===== src/core/ppc_pkg.sv =====
package ppc_pkg;
    // register byte addresses, 8-pin analog-capable port
    localparam logic [7:0] ADDR_A_LATCH = 8'h00;
    localparam logic [7:0] ADDR_A_LEVEL = 8'h01;
    localparam logic [7:0] ADDR_A_DIR = 8'h02;
    localparam logic [7:0] ADDR_A_PULL_EN = 8'h03;
    localparam logic [7:0] ADDR_A_POLARITY = 8'h04;
    localparam logic [7:0] ADDR_A_IRQ_EN = 8'h05;
    localparam logic [7:0] ADDR_A_DIG_GATE = 8'h06;
    localparam logic [7:0] ADDR_A_RED_DRIVE = 8'h07;
    localparam logic [7:0] ADDR_A_OPEN_DRAIN = 8'h08;
    // register byte addresses, 2-pin high-voltage port
    localparam logic [7:0] ADDR_L_LEVEL = 8'h10;
    localparam logic [7:0] ADDR_L_POLARITY = 8'h11;
    localparam logic [7:0] ADDR_L_IRQ_EN = 8'h12;
    localparam logic [7:0] ADDR_L_DIG_GATE = 8'h13;
    // first address above the map
    localparam logic [7:0] ADDR_TOP = 8'h14;

    // port widths
    localparam int A_PINS = 8;
    localparam int L_PINS = 2;

    // reset values
    localparam logic [7:0] RST_A_REG = 8'h00;
    localparam logic [1:0] RST_L_REG = 2'h0;
    localparam logic [7:0] RST_OE_N = 8'hFF;
    localparam logic [7:0] RST_RDATA = 8'h00;
endpackage : ppc_pkg


===== src/core/ppc_sync.sv =====
module ppc_sync import ppc_pkg::*; #(
    parameter int WIDTH = 8
) (
    // clock and reset
    input wire logic clk,
    input wire logic reset,
    // asynchronous in, synchronous out
    input wire logic [WIDTH-1:0] async_in,
    output logic [WIDTH-1:0] sync_out
);
    logic [WIDTH-1:0] meta_q;

    // two-flop synchroniser, first stage read only by second
    always_ff @(posedge clk or posedge reset) begin
        if (reset) begin
            meta_q <= '0;
            sync_out <= '0;
        end else begin
            meta_q <= async_in;
            sync_out <= meta_q;
        end
    end
endmodule : ppc_sync


===== src/core/ppc_pin_cell.sv =====
module ppc_pin_cell import ppc_pkg::*; (
    // general-purpose configuration
    input wire logic gp_data,
    input wire logic gp_dir,
    input wire logic pull_en,
    input wire logic pull_pol,
    input wire logic open_drain,
    // peripheral requests
    input wire logic dac_en,
    input wire logic iic_en,
    input wire logic iic_out,
    input wire logic spi_en,
    input wire logic spi_oe,
    input wire logic spi_out,
    input wire logic sent_en,
    input wire logic sent_out,
    input wire logic ocmp_en,
    input wire logic ocmp_out,
    input wire logic in_only,
    // resolved pad controls
    output logic drive_en,
    output logic drive_val,
    output logic pull_up,
    output logic pull_dn
);
    logic want;
    logic val;
    logic od;
    logic kill_pull;

    always_comb begin
        want = 1'b0;
        val = 1'b0;
        od = open_drain;
        kill_pull = 1'b0;
        // RULE_10 fixed priority chain
        if (dac_en) begin
            // RULE_14 driver and pulls off
            kill_pull = 1'b1;
        end else if (iic_en) begin
            // RULE_18 forced open drain
            want = 1'b1;
            val = iic_out;
            od = 1'b1;
        end else if (spi_en) begin
            // RULE_12 serial takes control
            want = spi_oe;
            val = spi_out;
        end else if (sent_en) begin
            // RULE_13 forced output
            want = 1'b1;
            val = sent_out;
        end else if (ocmp_en) begin
            // RULE_11 forced output, pulls off
            want = 1'b1;
            val = ocmp_out;
            kill_pull = 1'b1;
        end else if (in_only) begin
            // RULE_17 forced input, pulls untouched
            want = 1'b0;
        end else begin
            // RULE_01 software direction and data
            want = gp_dir;
            val = gp_data;
        end
        // open drain only sinks
        drive_en = want & ~(od & val);
        drive_val = val & ~od;
        // RULE_04 pull-up off under push-pull drive
        pull_up = pull_en & ~pull_pol & ~kill_pull & ~(want & ~od);
        // pull-down off on any output, push-pull or open drain
        pull_dn = pull_en & pull_pol & ~kill_pull & ~want;
    end
endmodule : ppc_pin_cell


===== src/core/ppc_port_pin_io_control.sv =====
// Overview of operation
// RULE_01: all non-debug pins usable as software I/O
// RULE_02: pins also carry shared peripheral signals
// RULE_03: configuration writes accepted at any time
// RULE_04: pull-up inactive under push-pull output
// RULE_05: unimplemented bits read as zero
// RULE_06: implemented bit widths differ per port
// RULE_07: input register returns real pin level
// RULE_08: data read returns pin level when input
// RULE_09: enabled peripheral overrides software direction
// RULE_10: highest ranked enabled peripheral wins pin
// RULE_11: compare output forces output, pulls off
// RULE_12: serial owns pins, pulls off on outputs (pull-up stays on open-drain serial outputs)
// RULE_13: edge-sensor transmit forces output, pulls limited
// RULE_14: converter output kills driver and pulls
// RULE_15: software sets digital gate before digital use
// RULE_16: software selects routing before override applies
// RULE_17: peripheral inputs force input, pulls unchanged
// RULE_18: two-wire serial forces open drain, no pulldown
//
// The implementer's own choices: the address map and the strobed register port.
module ppc_port_pin_io_control import ppc_pkg::*; (
    // clock and reset
    input wire logic clk,
    input wire logic reset,
    // register port
    input wire logic [7:0] addr,
    input wire logic [7:0] wdata,
    input wire logic wr,
    input wire logic rd,
    output logic [7:0] rdata,
    // port A pads
    input wire logic [7:0] pad_in,
    output logic [7:0] pad_out,
    output logic [7:0] pad_oe_n,
    output logic [7:0] pull_up_en,
    output logic [7:0] pull_dn_en,
    output logic [7:0] in_buf_en,
    output logic [7:0] reduced_drive,
    // port A peripheral requests, already routed
    input wire logic [7:0] dac_en,
    input wire logic [7:0] iic_en,
    input wire logic [7:0] iic_out,
    input wire logic [7:0] spi_en,
    input wire logic [7:0] spi_oe,
    input wire logic [7:0] spi_out,
    input wire logic [7:0] sent_en,
    input wire logic [7:0] sent_out,
    input wire logic [7:0] ocmp_en,
    input wire logic [7:0] ocmp_out,
    input wire logic [7:0] in_only,
    // port A levels and settings to peripherals and filters
    output logic [7:0] pin_level,
    output logic [7:0] a_pull_polarity,
    output logic [7:0] a_irq_enable,
    // port L pads and settings
    input wire logic [1:0] l_pad_in,
    output logic [1:0] l_in_buf_en,
    output logic [1:0] l_pin_level,
    output logic [1:0] l_pull_polarity,
    output logic [1:0] l_irq_enable
);
    logic [7:0] latch_q;
    logic [7:0] dir_q;
    logic [7:0] pull_en_q;
    logic [7:0] pol_q;
    logic [7:0] irq_en_q;
    logic [7:0] gate_q;
    logic [7:0] red_q;
    logic [7:0] od_q;
    logic [1:0] l_pol_q;
    logic [1:0] l_irq_q;
    logic [1:0] l_gate_q;
    logic [7:0] rdata_d;
    logic [7:0] drive_en_d;
    logic [7:0] drive_val_d;
    logic [7:0] pull_up_d;
    logic [7:0] pull_dn_d;

    // RULE_07 pads synchronised before any read
    ppc_sync #(
        .WIDTH(A_PINS)
    ) u_sync_a (
        .clk(clk),
        .reset(reset),
        .async_in(pad_in),
        .sync_out(pin_level)
    );

    ppc_sync #(
        .WIDTH(L_PINS)
    ) u_sync_l (
        .clk(clk),
        .reset(reset),
        .async_in(l_pad_in),
        .sync_out(l_pin_level)
    );

    // RULE_03 port A writes never gated by pin use
    always_ff @(posedge clk or posedge reset) begin
        if (reset) begin
            latch_q <= RST_A_REG;
            dir_q <= RST_A_REG;
            pull_en_q <= RST_A_REG;
            pol_q <= RST_A_REG;
        end else if (wr) begin
            case (addr)
                ADDR_A_LATCH: latch_q <= wdata;
                ADDR_A_DIR: dir_q <= wdata;
                ADDR_A_PULL_EN: pull_en_q <= wdata;
                ADDR_A_POLARITY: pol_q <= wdata;
                default: ;
            endcase
        end
    end

    always_ff @(posedge clk or posedge reset) begin
        if (reset) begin
            irq_en_q <= RST_A_REG;
            gate_q <= RST_A_REG;
            red_q <= RST_A_REG;
            od_q <= RST_A_REG;
        end else if (wr) begin
            case (addr)
                ADDR_A_IRQ_EN: irq_en_q <= wdata;
                ADDR_A_DIG_GATE: gate_q <= wdata;
                ADDR_A_RED_DRIVE: red_q <= wdata;
                ADDR_A_OPEN_DRAIN: od_q <= wdata;
                default: ;
            endcase
        end
    end

    // RULE_06 port L keeps two bits, level is read only
    always_ff @(posedge clk or posedge reset) begin
        if (reset) begin
            l_pol_q <= RST_L_REG;
            l_irq_q <= RST_L_REG;
            l_gate_q <= RST_L_REG;
        end else if (wr) begin
            case (addr)
                ADDR_L_POLARITY: l_pol_q <= wdata[1:0];
                ADDR_L_IRQ_EN: l_irq_q <= wdata[1:0];
                ADDR_L_DIG_GATE: l_gate_q <= wdata[1:0];
                default: ;
            endcase
        end
    end

    always_comb begin
        rdata_d = 8'h00;
        case (addr)
            // RULE_08 input pins show level, outputs the latch
            ADDR_A_LATCH: rdata_d = (dir_q & latch_q) | (~dir_q & pin_level);
            // RULE_07 actual level regardless of owner
            ADDR_A_LEVEL: rdata_d = pin_level;
            ADDR_A_DIR: rdata_d = dir_q;
            ADDR_A_PULL_EN: rdata_d = pull_en_q;
            ADDR_A_POLARITY: rdata_d = pol_q;
            ADDR_A_IRQ_EN: rdata_d = irq_en_q;
            ADDR_A_DIG_GATE: rdata_d = gate_q;
            ADDR_A_RED_DRIVE: rdata_d = red_q;
            ADDR_A_OPEN_DRAIN: rdata_d = od_q;
            // RULE_05 upper bits of port L read zero
            ADDR_L_LEVEL: rdata_d = {6'h00, l_pin_level};
            ADDR_L_POLARITY: rdata_d = {6'h00, l_pol_q};
            ADDR_L_IRQ_EN: rdata_d = {6'h00, l_irq_q};
            ADDR_L_DIG_GATE: rdata_d = {6'h00, l_gate_q};
            default: rdata_d = 8'h00;
        endcase
    end

    // read data valid only in the cycle after the strobe
    always_ff @(posedge clk or posedge reset) begin
        if (reset) begin
            rdata <= RST_RDATA;
        end else if (rd) begin
            rdata <= rdata_d;
        end else begin
            rdata <= RST_RDATA;
        end
    end

    // RULE_02 per-pin sharing between software and peripherals
    // RULE_09 peripheral overrides resolved per pin
    for (genvar i = 0; i < A_PINS; i++) begin : g_pin
        ppc_pin_cell u_cell (
            .gp_data(latch_q[i]),
            .gp_dir(dir_q[i]),
            .pull_en(pull_en_q[i]),
            .pull_pol(pol_q[i]),
            .open_drain(od_q[i]),
            .dac_en(dac_en[i]),
            .iic_en(iic_en[i]),
            .iic_out(iic_out[i]),
            .spi_en(spi_en[i]),
            .spi_oe(spi_oe[i]),
            .spi_out(spi_out[i]),
            .sent_en(sent_en[i]),
            .sent_out(sent_out[i]),
            .ocmp_en(ocmp_en[i]),
            .ocmp_out(ocmp_out[i]),
            .in_only(in_only[i]),
            .drive_en(drive_en_d[i]),
            .drive_val(drive_val_d[i]),
            .pull_up(pull_up_d[i]),
            .pull_dn(pull_dn_d[i])
        );
    end

    // pad controls registered, released at reset
    always_ff @(posedge clk or posedge reset) begin
        if (reset) begin
            pad_out <= RST_A_REG;
            pad_oe_n <= RST_OE_N;
            pull_up_en <= RST_A_REG;
            pull_dn_en <= RST_A_REG;
        end else begin
            pad_out <= drive_val_d;
            pad_oe_n <= ~drive_en_d;
            pull_up_en <= pull_up_d;
            pull_dn_en <= pull_dn_d;
        end
    end

    // RULE_15 input buffers follow the digital gate bits
    always_ff @(posedge clk or posedge reset) begin
        if (reset) begin
            in_buf_en <= RST_A_REG;
            reduced_drive <= RST_A_REG;
            a_pull_polarity <= RST_A_REG;
            a_irq_enable <= RST_A_REG;
            l_in_buf_en <= RST_L_REG;
            l_pull_polarity <= RST_L_REG;
            l_irq_enable <= RST_L_REG;
        end else begin
            in_buf_en <= gate_q;
            reduced_drive <= red_q;
            a_pull_polarity <= pol_q;
            a_irq_enable <= irq_en_q;
            l_in_buf_en <= l_gate_q;
            l_pull_polarity <= l_pol_q;
            l_irq_enable <= l_irq_q;
        end
    end

    // RULE_04 push-pull high never with a pull
    AST_PUSHPULL_NO_PULL: assert property (@(posedge clk) disable iff (reset) // RULE_04
        (~pad_oe_n & pad_out & (pull_up_en | pull_dn_en)) == 8'h00)
        else $error("pull active on push-pull driven pin");

    // RULE_14 converter pin undriven and unpulled
    AST_DAC_KILLS_PIN: assert property (@(posedge clk) disable iff (reset) // RULE_14
        (dac_en != 8'h00) |=>
        (($past(dac_en) & (~pad_oe_n | pull_up_en | pull_dn_en)) == 8'h00))
        else $error("converter pin still driven or pulled");

    // RULE_11 compare channel on pin 0 has no pulls
    AST_OCMP_NO_PULL: assert property (@(posedge clk) disable iff (reset) // RULE_11
        (ocmp_en[0] && !dac_en[0] && !iic_en[0] && !spi_en[0] && !sent_en[0])
        |=> !pull_up_en[0] && !pull_dn_en[0] && (pad_oe_n[0] == ($past(od_q[0])
        && $past(ocmp_out[0]))))
        else $error("compare pin pull or drive wrong");

    // RULE_18 two-wire pin sinks only, no pulldown
    AST_IIC_OPEN_DRAIN: assert property (@(posedge clk) disable iff (reset) // RULE_18
        (iic_en[0] && !dac_en[0]) |=> !pad_out[0] && !pull_dn_en[0]
        && (pad_oe_n[0] == $past(iic_out[0])))
        else $error("two-wire pin not open drain");

    // RULE_01 plain software output follows latch
    AST_GPIO_OUTPUT: assert property (@(posedge clk) disable iff (reset) // RULE_01
        (dir_q[0] && !od_q[0] && !dac_en[0] && !iic_en[0] && !spi_en[0]
        && !sent_en[0] && !ocmp_en[0] && !in_only[0])
        |=> !pad_oe_n[0] && (pad_out[0] == $past(latch_q[0])))
        else $error("software output not driven");

    // RULE_17 forced input ignores direction
    AST_FORCED_INPUT: assert property (@(posedge clk) disable iff (reset) // RULE_17
        (in_only[0] && !dac_en[0] && !iic_en[0] && !spi_en[0] && !sent_en[0]
        && !ocmp_en[0]) |=> pad_oe_n[0]
        && (pull_up_en[0] == ($past(pull_en_q[0]) && !$past(pol_q[0]))))
        else $error("forced input pin misbehaves");

    // RULE_07 input register returns synchronised level
    AST_LEVEL_READ: assert property (@(posedge clk) disable iff (reset) // RULE_07
        (rd && addr == ADDR_A_LEVEL) |=> rdata == $past(pin_level))
        else $error("level read mismatch");

    // RULE_08 data read mixes latch and level by direction
    AST_DATA_READ: assert property (@(posedge clk) disable iff (reset) // RULE_08
        (rd && addr == ADDR_A_LATCH) |=> rdata == (($past(dir_q) & $past(latch_q))
        | (~$past(dir_q) & $past(pin_level))))
        else $error("data read mismatch");

    // RULE_05 addresses above the map read zero
    AST_UNMAPPED_ZERO: assert property (@(posedge clk) disable iff (reset) // RULE_05
        (rd && addr >= ADDR_TOP) |=> rdata == 8'h00)
        else $error("unmapped read not zero");

    // RULE_06 port L upper bits zero
    AST_L_NARROW: assert property (@(posedge clk) disable iff (reset) // RULE_06
        (rd && addr >= ADDR_L_LEVEL && addr < ADDR_TOP) |=> rdata[7:2] == 6'h00)
        else $error("port L upper bits set");

    // RULE_03 direction write lands even under override
    AST_WRITE_ANYTIME: assert property (@(posedge clk) disable iff (reset) // RULE_03
        (wr && addr == ADDR_A_DIR) ##1 !(wr && addr == ADDR_A_DIR)
        ##1 (rd && addr == ADDR_A_DIR) |=> rdata == $past(wdata, 3))
        else $error("direction write lost");

    // RULE_12 serial output pin has no pulldown, no pullup unless open drain
    AST_SPI_OUTPUT: assert property (@(posedge clk) disable iff (reset) // RULE_12
        (spi_en[0] && spi_oe[0] && !dac_en[0] && !iic_en[0])
        |=> !pull_dn_en[0] && (!pull_up_en[0] || $past(od_q[0])))
        else $error("serial output pin pulled");

    // RULE_13 sensor transmit pin is output, pulls limited
    AST_SENT_OUTPUT: assert property (@(posedge clk) disable iff (reset) // RULE_13
        (sent_en[0] && !dac_en[0] && !iic_en[0] && !spi_en[0])
        |=> !pull_dn_en[0] && (pad_out[0] == ($past(sent_out[0]) && !$past(od_q[0]))))
        else $error("sensor transmit pin wrong");

    // RULE_10 serial outranks sensor transmit
    AST_SPI_OVER_SENT: assert property (@(posedge clk) disable iff (reset) // RULE_10
        (spi_en[2] && sent_en[2] && !dac_en[2] && !iic_en[2] && !od_q[2])
        |=> (pad_oe_n[2] == !$past(spi_oe[2])) && (pad_out[2] == $past(spi_out[2])))
        else $error("sensor transmit beat serial on pin");

    // RULE_12 pulldown never on a driven pin
    AST_DRIVEN_NO_PULLDOWN: assert property (@(posedge clk) disable iff (reset) // RULE_12
        (~pad_oe_n & pull_dn_en) == 8'h00)
        else $error("pulldown active on driven pin");

    // RULE_07 port L level read back
    AST_L_LEVEL_READ: assert property (@(posedge clk) disable iff (reset) // RULE_07
        (rd && addr == ADDR_L_LEVEL) |=> rdata == {6'h00, $past(l_pin_level)})
        else $error("port L level read mismatch");

    // RULE_05 hole between ports reads zero
    AST_MIDMAP_ZERO: assert property (@(posedge clk) disable iff (reset) // RULE_05
        (rd && addr > ADDR_A_OPEN_DRAIN && addr < ADDR_L_LEVEL) |=> rdata == 8'h00)
        else $error("unmapped mid-map read not zero");

    // RULE_15 buffers follow gate bits
    AST_GATE_TO_BUFFER: assert property (@(posedge clk) disable iff (reset) // RULE_15
        (in_buf_en == $past(gate_q)) && (l_in_buf_en == $past(l_gate_q)))
        else $error("input buffer enable not following gate");
endmodule : ppc_port_pin_io_control


===== config.mk =====
export PLATFORM = sky130hd
export DESIGN_NAME = ppc_port_pin_io_control
export DESIGN_NICKNAME = d
export VERILOG_FILES = /design/src/core/ppc_pkg.sv /design/src/core/ppc_sync.sv /design/src/core/ppc_pin_cell.sv /design/src/core/ppc_port_pin_io_control.sv
export SDC_FILE = /design/constraint.sdc
export NUM_CORES = 1
export LEC_CHECK = 0
export ABC_AREA = 0
export CORE_UTILIZATION = 60
export CTS_BUF_LIST = sky130_fd_sc_hd__clkbuf_8
export CTS_CLUSTER_SIZE = 14
export DETAILED_ROUTE_END_ITERATION = 8
export DONT_BUFFER_PORTS = 1
export PLACE_DENSITY = 0.76
export SYNTH_ARGS = -nofsm -noshare
export SYNTH_HDL_FRONTEND = slang
export SYNTH_SLANG_ARGS = --single-unit

===== constraint.sdc =====
create_clock -name clk -period 16.3 [get_ports clk]
set_clock_uncertainty 0.15 [all_clocks]
set_input_delay 3.26 -clock clk [delete_from_list [all_inputs] [get_ports clk]]
set_output_delay 3.26 -clock clk [all_outputs]
set_load 0.02 [all_outputs]

==> impl_metrics.prom, run 1 <==
# TYPE chip_impl_metric gauge
chip_impl_metric{name="hold_buffers",unit=""} 0
chip_impl_metric{name="synthesis.area_per_instance",unit="um2"} 13.1
chip_impl_metric{name="ctsHtreeMaxLevel",unit=""} 4
chip_impl_metric{name="synth.yosys.seq_area_share",unit=""} 0.594
chip_impl_metric{name="hpwlAfterDp",unit="um"} 10600
chip_impl_info{name="crit_path_top_delay_cell",value="sky130_fd_sc_hd__or4_1"} 1
chip_impl_metric{name="worst_path_bufs_invs",unit=""} 0
chip_impl_metric{name="multi_input_area",unit="mm2"} 0.00269
chip_impl_metric{name="vdd_drop_max",unit="uV"} 76.4
chip_impl_metric{name="timing.critical_path.required",unit="ns"} 16.48
chip_impl_metric{name="vias_per_cell",unit=""} 6.47
chip_impl_metric{name="finalHoldViolCount",unit=""} 0
chip_impl_metric{name="postSynthNetCount",unit=""} 660
chip_impl_metric{name="cts_buffer_depth",unit=""} 2
chip_impl_metric{name="initialDrtViolationCount",unit=""} 306
chip_impl_metric{name="antenna_found_initial",unit=""} 0
chip_impl_info{name="crit_path_end_kind",value="flip-flop"} 1
chip_impl_metric{name="final-setup-viol-count",unit=""} 0
chip_impl_info{name="worstSetupPathType",value="primary input to flip-flop"} 1
chip_impl_metric{name="max_freq",unit="MHz"} 195
chip_impl_metric{name="async_reset_ff_frac",unit=""} 1.00
chip_impl_metric{name="synth.cell_area",unit="mm2"} 0.00709
chip_impl_metric{name="die_width",unit="um"} 111
chip_impl_metric{name="io-pin-count",unit=""} 206
chip_impl_metric{name="power.static_leakage",unit="nW"} 3.58
chip_impl_info{name="crit_path_cell_trace",value="or4_1, nor3b_4, and3_1, mux2_2"} 1
chip_impl_info{name="clk_tree_root_cell",value="sky130_fd_sc_hd__clkbuf_8"} 1
chip_impl_metric{name="grt.total_usage",unit=""} 0.263
chip_impl_metric{name="floorplan.rows",unit=""} 39
chip_impl_metric{name="final_core_utilization",unit=""} 0.660
chip_impl_info{name="startpoint_type",value="primary input"} 1
chip_impl_metric{name="drc_viols",unit=""} 0
chip_impl_metric{name="synth_cells",unit=""} 542
chip_impl_info{name="status",value="complete, no violations"} 1
chip_impl_metric{name="worst_pin_slew",unit="ns"} 0.956
chip_impl_metric{name="cts_buffers",unit=""} 17
chip_impl_metric{name="grt_start_max_net_pins",unit=""} 89
chip_impl_metric{name="post_route_cells_drive_above_1_share",unit=""} 0.234
chip_impl_metric{name="final_antenna_net_count",unit=""} 0
chip_impl_metric{name="stdcell_area",unit="mm2"} 0.00757
chip_impl_metric{name="post-route-period-util",unit=""} 0.314
chip_impl_metric{name="yosys_warnings",unit=""} 0
chip_impl_metric{name="final.fill_count",unit=""} 850
chip_impl_metric{name="gpl.final_weighted_congestion",unit=""} 0.844
chip_impl_metric{name="seq_area",unit="mm2"} 0.00421
chip_impl_metric{name="drt_pass1_iterations",unit=""} 7
chip_impl_metric{name="antenna_cells",unit=""} 0
chip_impl_metric{name="drv_slew",unit=""} 0
chip_impl_metric{name="synth.distinct_cells",unit=""} 50
chip_impl_metric{name="fp.dieArea",unit="mm2"} 0.0123
chip_impl_metric{name="cpPeakStageDelay",unit="ns"} 0.69
chip_impl_info{name="grt_setup_unrepaired",value="no"} 1
chip_impl_metric{name="post-cts-setup-buffers",unit=""} 0
chip_impl_metric{name="numPortBuffers",unit=""} 0
chip_impl_metric{name="clk_pin_slew",unit="ns"} 0.08
chip_impl_metric{name="core_region_area",unit="mm2"} 0.0115
chip_impl_metric{name="drt-total-wl",unit="um"} 15400
chip_impl_metric{name="area.growth.synth_to_final",unit="%"} 6.81
chip_impl_metric{name="max_slew_margin",unit=""} 0.363
chip_impl_metric{name="final.min_clock_period",unit="ns"} 5.12
chip_impl_metric{name="fp.dieH",unit="um"} 111
chip_impl_metric{name="critical_path.max_fanout",unit=""} 8
chip_impl_metric{name="synth_seq_cells",unit=""} 168
chip_impl_metric{name="synth_enable_flop_cells",unit=""} 0
chip_impl_metric{name="cts_resized",unit=""} 0
chip_impl_metric{name="tritoncts_num_sinks",unit=""} 168
chip_impl_metric{name="max_cap_violations",unit=""} 0
chip_impl_metric{name="clock_latency",unit="ns"} 0.44
chip_impl_metric{name="wire_length_of_the_first_global_routing_pass",unit="um"} 24600
chip_impl_metric{name="final_nets",unit=""} 666
chip_impl_info{name="kind_of_cell_adding_the_most_delay_to_the_critical_path",value="simple AND/OR/NAND/NOR gates"} 1
chip_impl_metric{name="power-per-cell-area",unit="mW/mm2"} 102
chip_impl_metric{name="placement_cell_area",unit="mm2"} 0.00720
chip_impl_metric{name="total_power",unit="uW"} 773
chip_impl_metric{name="first_global_vias",unit=""} 4715
chip_impl_info{name="final_common_cell",value="sky130_fd_sc_hd__dfrtp_1"} 1
chip_impl_info{name="cts_tree",value="built"} 1
chip_impl_info{name="hold_class",value="flip-flop to flip-flop"} 1
chip_impl_info{name="layout_common_cells",value="160 x sky130_fd_sc_hd__dfrtp_1, 73 x sky130_fd_sc_hd__mux2_2, 36 x sky130_fd_sc_hd__nand2_1"} 1
chip_impl_info{name="synthFlopType",value="sky130_fd_sc_hd__dfrtp_1"} 1
chip_impl_metric{name="initial_utilization",unit=""} 0.618
chip_impl_metric{name="arrival",unit="ns"} 5.30
chip_impl_metric{name="gr-total-overflow",unit=""} 0
chip_impl_metric{name="vias",unit=""} 4552
chip_impl_metric{name="post_drt_wl_per_cell",unit="um"} 21.9
chip_impl_metric{name="sum_neg_setup_slack",unit="ns"} 0
power by group:
part	total, mW	internal (mW)	switching [mW]
clock network	0.273	0.134	0.138
registers	0.459	0.436	0.0234
logic	0.0416	0.0206	0.0211
state kept, by name, indices dropped and copies added (netlist names), 8 cells and up:
| signal | cells |
|---|---|
| a_irq_enable | 8 |
| a_pull_polarity | 8 |
| dir_q | 8 |
| gate_q | 8 |
| in_buf_en | 8 |
| irq_en_q | 8 |
| latch_q | 8 |
| od_q | 8 |
| pad_oe_n | 8 |
| pad_out | 8 |
| pol_q | 8 |
| pull_dn_en | 8 |
| pull_en_q | 8 |
| pull_up_en | 8 |
| rdata | 8 |
| red_q | 8 |
| reduced_drive | 8 |
| u_sync_a.meta_q | 8 |
| u_sync_a.sync_out | 8 |
logic make-up after synthesis:
kind of cell,Yosys count,share of synthesized area
flops,168,0.594
simple gates,152,0.128
compound gates,97,0.106
mux,83,0.144
buf+inv,41,0.0267
xor+xnor,1,0.00124
cell type report:
class,instances,area share
timing repair buffer,3,0.00297
sequential,168,0.557
multi-input combinational,333,0.355
tap,143,0.0236
clock buffer,21,0.0382
inverter,25,0.0131
clock inverter,11,0.0109
synthesized netlist by cell type (3+ instances only):
cell type / instances / area share
sky130_fd_sc_hd__nor2_1: 22 / 0.012
sky130_fd_sc_hd__and3_1: 3 / 0.0026
sky130_fd_sc_hd__buf_6: 3 / 0.0048
sky130_fd_sc_hd__nor4_1: 10 / 0.0088
sky130_fd_sc_hd__nand3_1: 5 / 0.0035
sky130_fd_sc_hd__o21ai_0: 15 / 0.011
sky130_fd_sc_hd__nand3_2: 4 / 0.0056
sky130_fd_sc_hd__a32o_1: 4 / 0.0056
sky130_fd_sc_hd__a22oi_1: 5 / 0.0053
sky130_fd_sc_hd__dfstp_2: 8 / 0.030
sky130_fd_sc_hd__o41ai_1: 8 / 0.0099
sky130_fd_sc_hd__buf_2: 4 / 0.0028
sky130_fd_sc_hd__o211ai_1: 4 / 0.0042
sky130_fd_sc_hd__a22o_1: 4 / 0.0049
sky130_fd_sc_hd__o311ai_0: 8 / 0.0099
sky130_fd_sc_hd__a311oi_1: 16 / 0.020
sky130_fd_sc_hd__nand2_1: 36 / 0.019
sky130_fd_sc_hd__o211a_1: 8 / 0.011
sky130_fd_sc_hd__mux2_2: 73 / 0.12
sky130_fd_sc_hd__dfrtp_1: 160 / 0.56
sky130_fd_sc_hd__nor2b_1: 18 / 0.016
sky130_fd_sc_hd__and3b_1: 8 / 0.0099
sky130_fd_sc_hd__a31oi_1: 6 / 0.0053
sky130_fd_sc_hd__and2_1: 10 / 0.0088
sky130_fd_sc_hd__mux4_2: 8 / 0.025
sky130_fd_sc_hd__inv_1: 25 / 0.013
sky130_fd_sc_hd__nand2b_1: 15 / 0.013
sky130_fd_sc_hd__a21oi_1: 4 / 0.0028
sky130_fd_sc_hd__clkbuf_1: 7 / 0.0037
sky130_fd_sc_hd__or4_1: 9 / 0.0095
sky130_fd_sc_hd__o21bai_1: 8 / 0.0085
per-stage QoR:
| stage | setup WS (ns) | hold slack, ns | std cells |
|---|---|---|---|
| 2_1_floorplan | 8.36 | 0.181 | 542 |
| 3_3_place_gp | 10.84 | 0.181 | 672 |
| 3_5_place_dp | 10.74 | 0.186 | 672 |
| 4_1_cts | 11.23 | 0.204 | 704 |
| 5_1_grt | 11.13 | 0.205 | 704 |
| 6_report | 11.18 | 0.200 | 704 |
final timing paths:
path	start	end	slack (ns)	cells past startpoint
setup / recovery	addr[5]	gate_q[4]	11.18	4
hold / removal	u_sync_a.meta_q[0]	u_sync_a.sync_out[0]	0.20	0
hold reg to reg	u_sync_a.meta_q[0]	u_sync_a.sync_out[0]	0.20	0
min in group asynchronous	reset	pull_dn_en[2]	2.66	1
setup reg to reg	pol_q[1]	rdata[1]	14.62	4
max in group asynchronous	reset	pol_q[6]	11.85	2
layer usage:
| layer | GRT usage | up-vias | part of all wire |
|---|---|---|---|
| li1 | - | 2018 | - |
| met1 | 0.337 | 2305 | 0.41 |
| met2 | 0.430 | 204 | 0.51 |
| met3 | 0.0744 | 25 | 0.068 |
| met4 | 0.0960 | 0 | 0.018 |
| met5 | 0 | - | 0 |
(Power assumes the default switching activity.)
==> run 2: changes to the inputs <==
--- a/config.mk
+++ b/config.mk
@@ -5,7 +5,7 @@
 export SDC_FILE = /design/constraint.sdc
 export NUM_CORES = 1
 export LEC_CHECK = 0
-export ABC_AREA = 0
+export ABC_AREA = 1
 export CORE_UTILIZATION = 60
 export CTS_BUF_LIST = sky130_fd_sc_hd__clkbuf_8
 export CTS_CLUSTER_SIZE = 14
==> constraint.sdc (replaced) <==
create_clock -name clk -period 5.3 [get_ports clk]
set_clock_uncertainty 0.15 [all_clocks]
set_input_delay 1.06 -clock clk [delete_from_list [all_inputs] [get_ports clk]]
set_output_delay 1.06 -clock clk [all_outputs]
set_load 0.02 [all_outputs]
==> run 2 against run 1 <==
Cell area grew 4.5%. Synthesized cell count grew 51%. Hold slack gained 0.0020 ns. Sequential cell count is the same. First-iteration DRC count grew 22%. Core utilization shrank 0.44 points. Sequential power grew to 3.1 times the previous value. Critical endpoint is now od_q[5]. Highest routed layer unchanged. Routed wire length grew 11%. Combinational power grew to 3.9 times the previous value.
==> impl_metrics.prom, run 2 <==
# TYPE chip_impl_metric gauge
chip_impl_metric{name="total_power",unit="mW"} 2.41
chip_impl_metric{name="drc_viols",unit=""} 0
chip_impl_info{name="status",value="complete, no violations"} 1
chip_impl_info{name="startpoint_type",value="primary input"} 1
chip_impl_metric{name="first_global_vias",unit=""} 5713
chip_impl_metric{name="fp.dieH",unit="um"} 113
chip_impl_metric{name="hpwlAfterDp",unit="um"} 12400
chip_impl_metric{name="grt.total_usage",unit=""} 0.279
chip_impl_metric{name="worst_path_bufs_invs",unit=""} 1
chip_impl_metric{name="final-setup-viol-count",unit=""} 0
chip_impl_metric{name="cts_buffers",unit=""} 17
chip_impl_metric{name="power.share.sequential",unit=""} 0.589
chip_impl_metric{name="tritoncts_num_sinks",unit=""} 168
chip_impl_metric{name="final_antenna_net_count",unit=""} 0
chip_impl_metric{name="final.min_clock_period",unit="ns"} 2.34
chip_impl_info{name="leading_cell_types_by_total_area_after_synthesis",value="sky130_fd_sc_hd__dfrtp_1 54%, sky130_fd_sc_hd__nand2_1 9.8%, sky130_fd_sc_hd__nand3_1 7.3%"} 1
chip_impl_metric{name="drt-total-wl",unit="um"} 17100
chip_impl_metric{name="cts_buffer_depth",unit=""} 2
chip_impl_metric{name="final_core_utilization",unit=""} 0.656
chip_impl_metric{name="timing.critical_path.required",unit="ns"} 5.48
chip_impl_metric{name="floorplan.rows",unit=""} 40
chip_impl_info{name="synthFlopType",value="sky130_fd_sc_hd__dfrtp_1"} 1
chip_impl_metric{name="gr-total-overflow",unit=""} 0
chip_impl_info{name="cts_tree",value="built"} 1
chip_impl_metric{name="synth_cells",unit=""} 817
chip_impl_metric{name="power.static_leakage",unit="nW"} 4.01
chip_impl_metric{name="synth_enable_flop_cells",unit=""} 0
chip_impl_metric{name="drt_pass1_iterations",unit=""} 5
chip_impl_info{name="kind_of_cell_adding_the_most_delay_to_the_critical_path",value="simple AND/OR/NAND/NOR gates"} 1
chip_impl_metric{name="worst-r2r-setup-slack",unit="ns"} 3.96
chip_impl_metric{name="worst_r2r_path_depth",unit=""} 7
chip_impl_metric{name="final_critical_path_setup_slack",unit="ns"} 2.96
chip_impl_info{name="hold_class",value="flip-flop to flip-flop"} 1
chip_impl_metric{name="sum_neg_setup_slack",unit="ns"} 0
chip_impl_metric{name="synth.yosys.seq_area_share",unit=""} 0.565
chip_impl_metric{name="critical_path_cell_count",unit=""} 6
chip_impl_metric{name="max_slew_margin",unit=""} 0.423
chip_impl_metric{name="synth.cell_area",unit="mm2"} 0.00745
chip_impl_metric{name="internal-power",unit="mW"} 1.79
chip_impl_metric{name="io-pin-count",unit=""} 206
chip_impl_metric{name="numPlacedInstances",unit=""} 969
chip_impl_metric{name="antenna_cells",unit=""} 0
chip_impl_metric{name="post-cts-setup-buffers",unit=""} 0
chip_impl_metric{name="synth_seq_cells",unit=""} 168
chip_impl_info{name="crit_path_end_kind",value="flip-flop"} 1
chip_impl_metric{name="vias_per_cell",unit=""} 5.83
chip_impl_metric{name="core_region_area",unit="mm2"} 0.0121
chip_impl_metric{name="instances_no_fill",unit=""} 1000
chip_impl_metric{name="share_clk_of_total_power",unit=""} 0.343
chip_impl_metric{name="final_nets",unit=""} 938
chip_impl_info{name="final_common_cell",value="sky130_fd_sc_hd__nand2_1"} 1
chip_impl_metric{name="netlist.area_leader.share",unit=""} 0.537
chip_impl_metric{name="vdd_drop_max",unit="uV"} 342
chip_impl_metric{name="final.fill_count",unit=""} 988
chip_impl_metric{name="cts_resized",unit=""} 0
chip_impl_metric{name="cpPeakStageDelay",unit="ns"} 0.63
chip_impl_metric{name="seq_area",unit="mm2"} 0.00421
chip_impl_metric{name="yosys_warnings",unit=""} 0
chip_impl_metric{name="clk_pin_slew",unit="ns"} 0.08
chip_impl_info{name="worstSetupPathType",value="primary input to flip-flop"} 1
chip_impl_metric{name="postSynthNetCount",unit=""} 935
chip_impl_metric{name="max_freq",unit="MHz"} 427
chip_impl_metric{name="wire_length_of_the_first_global_routing_pass",unit="um"} 27300
chip_impl_metric{name="grt_start_max_net_pins",unit=""} 169
chip_impl_metric{name="area.growth.synth_to_final",unit="%"} 6.16
chip_impl_metric{name="fp.dieArea",unit="mm2"} 0.0129
chip_impl_metric{name="antenna_found_initial",unit=""} 0
chip_impl_metric{name="synthesis.area_per_instance",unit="um2"} 9.12
chip_impl_info{name="crit_path_top_delay_cell",value="sky130_fd_sc_hd__nor2_8"} 1
chip_impl_metric{name="hold_buffers",unit=""} 0
chip_impl_metric{name="post_route_cells_drive_above_1_share",unit=""} 0.129
chip_impl_metric{name="initial_utilization",unit=""} 0.618
chip_impl_metric{name="ctsHtreeMaxLevel",unit=""} 4
chip_impl_metric{name="finalHoldViolCount",unit=""} 0
chip_impl_info{name="grt_setup_unrepaired",value="no"} 1
chip_impl_metric{name="synth.distinct_cells",unit=""} 32
chip_impl_metric{name="clock_latency",unit="ns"} 0.46
chip_impl_info{name="synth.largest_area_cell",value="sky130_fd_sc_hd__dfrtp_1"} 1
chip_impl_metric{name="multi_input_area",unit="mm2"} 0.00278
chip_impl_metric{name="critical_path.max_fanout",unit=""} 55
chip_impl_metric{name="max_cap_violations",unit=""} 0
chip_impl_metric{name="power_switching",unit="uW"} 623
chip_impl_info{name="ranking_of_synthesized_cells_by_instance_count",value="194 x sky130_fd_sc_hd__nand2_1, 160 x sky130_fd_sc_hd__dfrtp_1, 109 x sky130_fd_sc_hd__nand3_1"} 1
chip_impl_info{name="synthMostInstantiatedCell",value="sky130_fd_sc_hd__nand2_1"} 1
chip_impl_metric{name="placement.setup.worst_slack",unit="ns"} 2.54
chip_impl_metric{name="vias",unit=""} 5827
chip_impl_metric{name="initialDrtViolationCount",unit=""} 372
chip_impl_metric{name="worst_pin_slew",unit="ns"} 0.866
chip_impl_metric{name="power-per-cell-area",unit="mW/mm2"} 305
chip_impl_metric{name="drv_slew",unit=""} 0
chip_impl_metric{name="post-route-period-util",unit=""} 0.442
chip_impl_info{name="clk_tree_root_cell",value="sky130_fd_sc_hd__clkbuf_8"} 1
chip_impl_metric{name="post_drt_wl_per_cell",unit="um"} 17.1
chip_impl_info{name="crit_path_cell_trace",value="inv_2, nand2_2, nor2_8, nand3_2, nand2_1, o21ai_1"} 1
chip_impl_metric{name="hold-path-cell-count",unit=""} 0
chip_impl_metric{name="die_width",unit="um"} 113
chip_impl_info{name="layout_common_cells",value="194 x sky130_fd_sc_hd__nand2_1, 160 x sky130_fd_sc_hd__dfrtp_1, 109 x sky130_fd_sc_hd__nand3_1"} 1
chip_impl_metric{name="async_reset_ff_frac",unit=""} 1.00
chip_impl_metric{name="arrival",unit="ns"} 2.53
chip_impl_metric{name="gpl.final_weighted_congestion",unit=""} 0.895
chip_impl_metric{name="power_switching_share",unit=""} 0.258
chip_impl_metric{name="power.combinational.fraction",unit=""} 0.068
chip_impl_metric{name="numPortBuffers",unit=""} 0
## run 2: cell count changes after synthesis, sizes merged, moves of 52 or more
cell,before,now
nand3,9,117
inv,25,87
nand2,36,206
o21ai,16,91
mux2,73,0
nor2,22,74
## run 2: path summary, 6_finish.rpt
path	endpoint	startpoint
setup reg to reg	pull_up_en[6]	dir_q[6]
hold reg to reg	u_sync_a.sync_out[7]	u_sync_a.meta_q[7]
max in group asynchronous	od_q[1]	reset
hold / removal	u_sync_a.sync_out[7]	u_sync_a.meta_q[7]
min in group asynchronous	u_sync_l.sync_out[0]	reset
setup / recovery	od_q[5]	addr[6]
## run 2: area by class of cell
type / instances / share of cell area
clock buffers: 20 / 0.0348
multi-input cells: 545 / 0.351
clock inverters: 11 / 0.0109
flip-flops and latches: 168 / 0.533
inverters: 87 / 0.0418
well taps: 168 / 0.0266
repair buffers: 1 / 0.00253
## run 2: power groups by stage
stage,Combinational (mW),Clock [mW],Sequential (mW)
6_report,0.164,0.827,1.42
5_1_grt,0.189,0.891,1.43
4_1_cts,0.166,0.844,1.42
3_5_place_dp,0.165,0,1.44
3_3_place_gp,0.157,0,1.44
2_1_floorplan,0.136,0,1.43
## run 2: logic make-up (layout without fill, tap and decap cells)
logic type,count (synthesis),in the layout,synth area share
simple gates,412,412,0.265
flops,168,168,0.565
buf+inv,104,119,0.0621
compound gates,133,133,0.108
## run 2: per-stage QoR
stage          hold slack, ns  area (um2)
2_1_floorplan           0.181        7460
3_5_place_dp            0.185        7550
5_1_grt                 0.205        7910
3_3_place_gp            0.183        7550
6_report                0.202        7910
4_1_cts                 0.203        7910
## run 2: routing by layer
metal	share of wire	routed length (um)	GRT usage	up-vias
met2	0.52	8810	0.485	270
met3	0.075	1280	0.0797	48
li1	-	-	-	2680
met1	0.38	6530	0.324	2829
met4	0.026	448	0.120	0
met5	0	0	0	-
==> run 3: changes to the inputs <==
--- a/config.mk
+++ b/config.mk
@@ -6,12 +6,12 @@
 export NUM_CORES = 1
 export LEC_CHECK = 0
 export ABC_AREA = 1
-export CORE_UTILIZATION = 60
+export CORE_UTILIZATION = 59
 export CTS_BUF_LIST = sky130_fd_sc_hd__clkbuf_8
 export CTS_CLUSTER_SIZE = 14
 export DETAILED_ROUTE_END_ITERATION = 8
 export DONT_BUFFER_PORTS = 1
-export PLACE_DENSITY = 0.76
+export PLACE_DENSITY = 0.78
 export SYNTH_ARGS = -nofsm -noshare
 export SYNTH_HDL_FRONTEND = slang
 export SYNTH_SLANG_ARGS = --single-unit
==> constraint.sdc (replaced) <==
create_clock -name clk -period 2.1 [get_ports clk]
set_clock_uncertainty 0.15 [all_clocks]
set_input_delay 0.42 -clock clk [delete_from_list [all_inputs] [get_ports clk]]
set_output_delay 0.42 -clock clk [all_outputs]
set_load 0.02 [all_outputs]
==> run 3 against run 2 <==
Register-to-register slack lost 3.7 ns. Global-route usage up 1.0 points. Die area is 1.7% higher. Cell area grew 4.7%. Clock power grew to 3.0 times the previous value. Hold slack worse by 0.18 ns. Non-clock buffer count increased by 28. Critical path depth increased by 1. First-iteration DRC count rose by 3.2%. Via count increased by 1.6%. Critical path type unchanged.
==> impl_metrics.prom, run 3 (synthesized netlist as in run 2, its figures left out) <==
# TYPE chip_impl_metric gauge
chip_impl_info{name="kind_of_cell_adding_the_most_delay_to_the_critical_path",value="buffers and inverters"} 1
chip_impl_metric{name="share_clk_of_total_power",unit=""} 0.380
chip_impl_metric{name="internal-power",unit="mW"} 4.95
chip_impl_info{name="cts_tree",value="built"} 1
chip_impl_metric{name="cts_buffer_depth",unit=""} 2
chip_impl_metric{name="power_switching_share",unit=""} 0.243
chip_impl_metric{name="ctsHtreeMaxLevel",unit=""} 4
chip_impl_metric{name="final.fill_count",unit=""} 967
chip_impl_metric{name="fp.dieArea",unit="mm2"} 0.0131
chip_impl_info{name="hold_class",value="primary input to flip-flop"} 1
chip_impl_metric{name="hold-path-cell-count",unit=""} 2
chip_impl_metric{name="finalHoldViolCount",unit=""} 0
chip_impl_metric{name="stdcell_area",unit="mm2"} 0.00828
chip_impl_metric{name="cts_buffers",unit=""} 17
chip_impl_metric{name="power-per-cell-area",unit="mW/mm2"} 789
chip_impl_info{name="final_common_cell",value="sky130_fd_sc_hd__nand2_1"} 1
chip_impl_info{name="startpoint_type",value="primary input"} 1
chip_impl_metric{name="arrival",unit="ns"} 2.14
chip_impl_info{name="layout_common_cells",value="194 x sky130_fd_sc_hd__nand2_1, 160 x sky130_fd_sc_hd__dfrtp_1, 109 x sky130_fd_sc_hd__nand3_1"} 1
chip_impl_metric{name="hold_slack",unit="ns"} 0.0224
chip_impl_metric{name="worst_r2r_path_depth",unit=""} 6
chip_impl_metric{name="critical_path.max_fanout",unit=""} 3
chip_impl_metric{name="power.share.sequential",unit=""} 0.548
chip_impl_metric{name="wire_length_of_the_first_global_routing_pass",unit="um"} 28500
chip_impl_metric{name="post_drt_wl_per_cell",unit="um"} 17.4
chip_impl_metric{name="seq_area",unit="mm2"} 0.00421
chip_impl_info{name="crit_path_cell_trace",value="dlygate4sd3_1, nor2_1, o2111ai_1, nand2_1, nand2_1, nand2_1, dlygate4sd3_1"} 1
chip_impl_info{name="clk_tree_root_cell",value="sky130_fd_sc_hd__clkbuf_8"} 1
chip_impl_metric{name="worst-r2r-setup-slack",unit="ns"} 0.22
chip_impl_metric{name="instances_no_fill",unit=""} 1028
chip_impl_metric{name="worst_path_bufs_invs",unit=""} 2
chip_impl_metric{name="post-route-period-util",unit=""} 0.906
chip_impl_metric{name="initial_utilization",unit=""} 0.613
chip_impl_metric{name="gr-total-overflow",unit=""} 0
chip_impl_metric{name="power_switching",unit="mW"} 1.59
chip_impl_metric{name="grt.total_usage",unit=""} 0.289
chip_impl_info{name="grt_setup_unrepaired",value="no"} 1
chip_impl_metric{name="vias",unit=""} 5922
chip_impl_metric{name="drt-total-wl",unit="um"} 17900
chip_impl_metric{name="hpwlAfterDp",unit="um"} 12700
chip_impl_metric{name="final.min_clock_period",unit="ns"} 1.90
chip_impl_metric{name="antenna_found_initial",unit=""} 0
chip_impl_metric{name="area.growth.synth_to_final",unit="%"} 11.2
chip_impl_metric{name="final-setup-viol-count",unit=""} 0
chip_impl_metric{name="post_route_cells_drive_above_1_share",unit=""} 0.131
chip_impl_metric{name="critical_path_cell_count",unit=""} 7
chip_impl_metric{name="die_width",unit="um"} 114
chip_impl_metric{name="fp.dieH",unit="um"} 114
chip_impl_metric{name="multi_input_area",unit="mm2"} 0.00278
chip_impl_metric{name="vias_per_cell",unit=""} 5.76
chip_impl_metric{name="max_cap_violations",unit=""} 0
chip_impl_metric{name="max_freq",unit="MHz"} 526
chip_impl_info{name="status",value="complete, no violations"} 1
chip_impl_metric{name="initialDrtViolationCount",unit=""} 384
chip_impl_metric{name="cts_resized",unit=""} 0
chip_impl_info{name="crit_path_top_delay_cell",value="sky130_fd_sc_hd__dlygate4sd3_1"} 1
chip_impl_metric{name="cpPeakStageDelay",unit="ns"} 0.58
chip_impl_info{name="critPathMostFrequentCell",value="sky130_fd_sc_hd__nand2_1"} 1
chip_impl_metric{name="core_region_area",unit="mm2"} 0.0122
chip_impl_metric{name="power.combinational.fraction",unit=""} 0.072
chip_impl_metric{name="drc_viols",unit=""} 0
chip_impl_metric{name="numPortBuffers",unit=""} 0
chip_impl_info{name="crit_path_end_kind",value="flip-flop"} 1
chip_impl_info{name="worstSetupPathType",value="primary input to flip-flop"} 1
chip_impl_metric{name="placement_cell_area",unit="mm2"} 0.00760
chip_impl_metric{name="timing.critical_path.required",unit="ns"} 2.34
chip_impl_metric{name="clock_latency",unit="ns"} 0.45
chip_impl_metric{name="first_global_vias",unit=""} 5903
chip_impl_metric{name="final_antenna_net_count",unit=""} 0
chip_impl_metric{name="drt_pass1_iterations",unit=""} 5
chip_impl_metric{name="power.static_leakage",unit="nW"} 4.18
chip_impl_metric{name="final_nets",unit=""} 966
chip_impl_metric{name="io-pin-count",unit=""} 206
chip_impl_metric{name="numPlacedInstances",unit=""} 973
chip_impl_metric{name="drv_slew",unit=""} 0
chip_impl_metric{name="gpl.final_weighted_congestion",unit=""} 0.865
chip_impl_metric{name="worst_pin_slew",unit="ns"} 0.533
chip_impl_metric{name="vdd_drop_max",unit="uV"} 540
chip_impl_metric{name="clk_pin_slew",unit="ns"} 0.08
chip_impl_metric{name="max_slew_margin",unit=""} 0.644
chip_impl_metric{name="grt_start_max_net_pins",unit=""} 85
chip_impl_metric{name="floorplan.rows",unit=""} 40
chip_impl_metric{name="tritoncts_num_sinks",unit=""} 168
chip_impl_metric{name="antenna_cells",unit=""} 0
-- run 3: worst paths after layout --
path,from,end
max,dac_en[0],pad_oe_n[0]
min,iic_out[5],pad_out[5]
max reg2reg,dir_q[0],pad_oe_n[0]
min reg2reg,u_sync_a.meta_q[2],u_sync_a.sync_out[2]
max in group asynchronous,reset,pad_oe_n[4]
min in group asynchronous,reset,u_sync_l.meta_q[0]
-- run 3: area by class of cell --
| cell class | count | area share |
|---|---|---|
| Sequential cell | 168 | 0.509 |
| Multi-Input combinational cell | 545 | 0.335 |
| Inverter | 87 | 0.0399 |
| Timing Repair Buffer | 29 | 0.0381 |
| Clock buffer | 21 | 0.0349 |
| Tap cell | 168 | 0.0254 |
| Clock inverter | 10 | 0.0181 |
-- run 3: through the flow --
stage / TNS [ns] / utilization / power, mW / worst slack, ns
global route: 0 / 0.681 / 6.78 / 0.111
global placement: 0 / 0.625 / 4.05 / 0.279
finish: 0 / 0.681 / 6.54 / 0.197
detailed placement: 0 / 0.625 / 4.07 / 0.263
CTS: 0 / 0.681 / 6.58 / 0.293
floorplan: -97.31 / - / 3.94 / -0.604
-- run 3: power groups by stage --
stage,sequential (mW),clock (mW),combinational (mW)
floorplan,3.60,0,0.343
global placement,3.64,0,0.403
detailed placement,3.65,0,0.428
CTS,3.58,2.52,0.471
global route,3.60,2.65,0.533
finish,3.58,2.49,0.471
-- run 3: worst reg2reg max path, cell delays in order, from the launching register on --
cell                            delay, ns
sky130_fd_sc_hd__dfrtp_1             0.41
sky130_fd_sc_hd__inv_1               0.09
sky130_fd_sc_hd__o21ai_0             0.18
sky130_fd_sc_hd__o21ai_0             0.13
sky130_fd_sc_hd__a31oi_1             0.20
sky130_fd_sc_hd__nand2_1             0.08
sky130_fd_sc_hd__dlygate4sd3_1       0.57
-- run 3: repair_timing --
item                      CTS  global route
hold endpoints to repair  191             0
hold buffers               24             0
buffers inserted            0             0
-- run 3: metal layers --
| layer | part of all wire | global-route usage | vias to the layer above | wire length (um) |
|---|---|---|---|---|
| met1 | 0.37 | 0.327 | 2854 | 6600 |
| met2 | 0.53 | 0.511 | 282 | 9440 |
| met5 | 0 | 0 | - | 0 |
| met3 | 0.076 | 0.0778 | 47 | 1360 |
| li1 | - | - | 2739 | - |
| met4 | 0.027 | 0.130 | 0 | 480 |
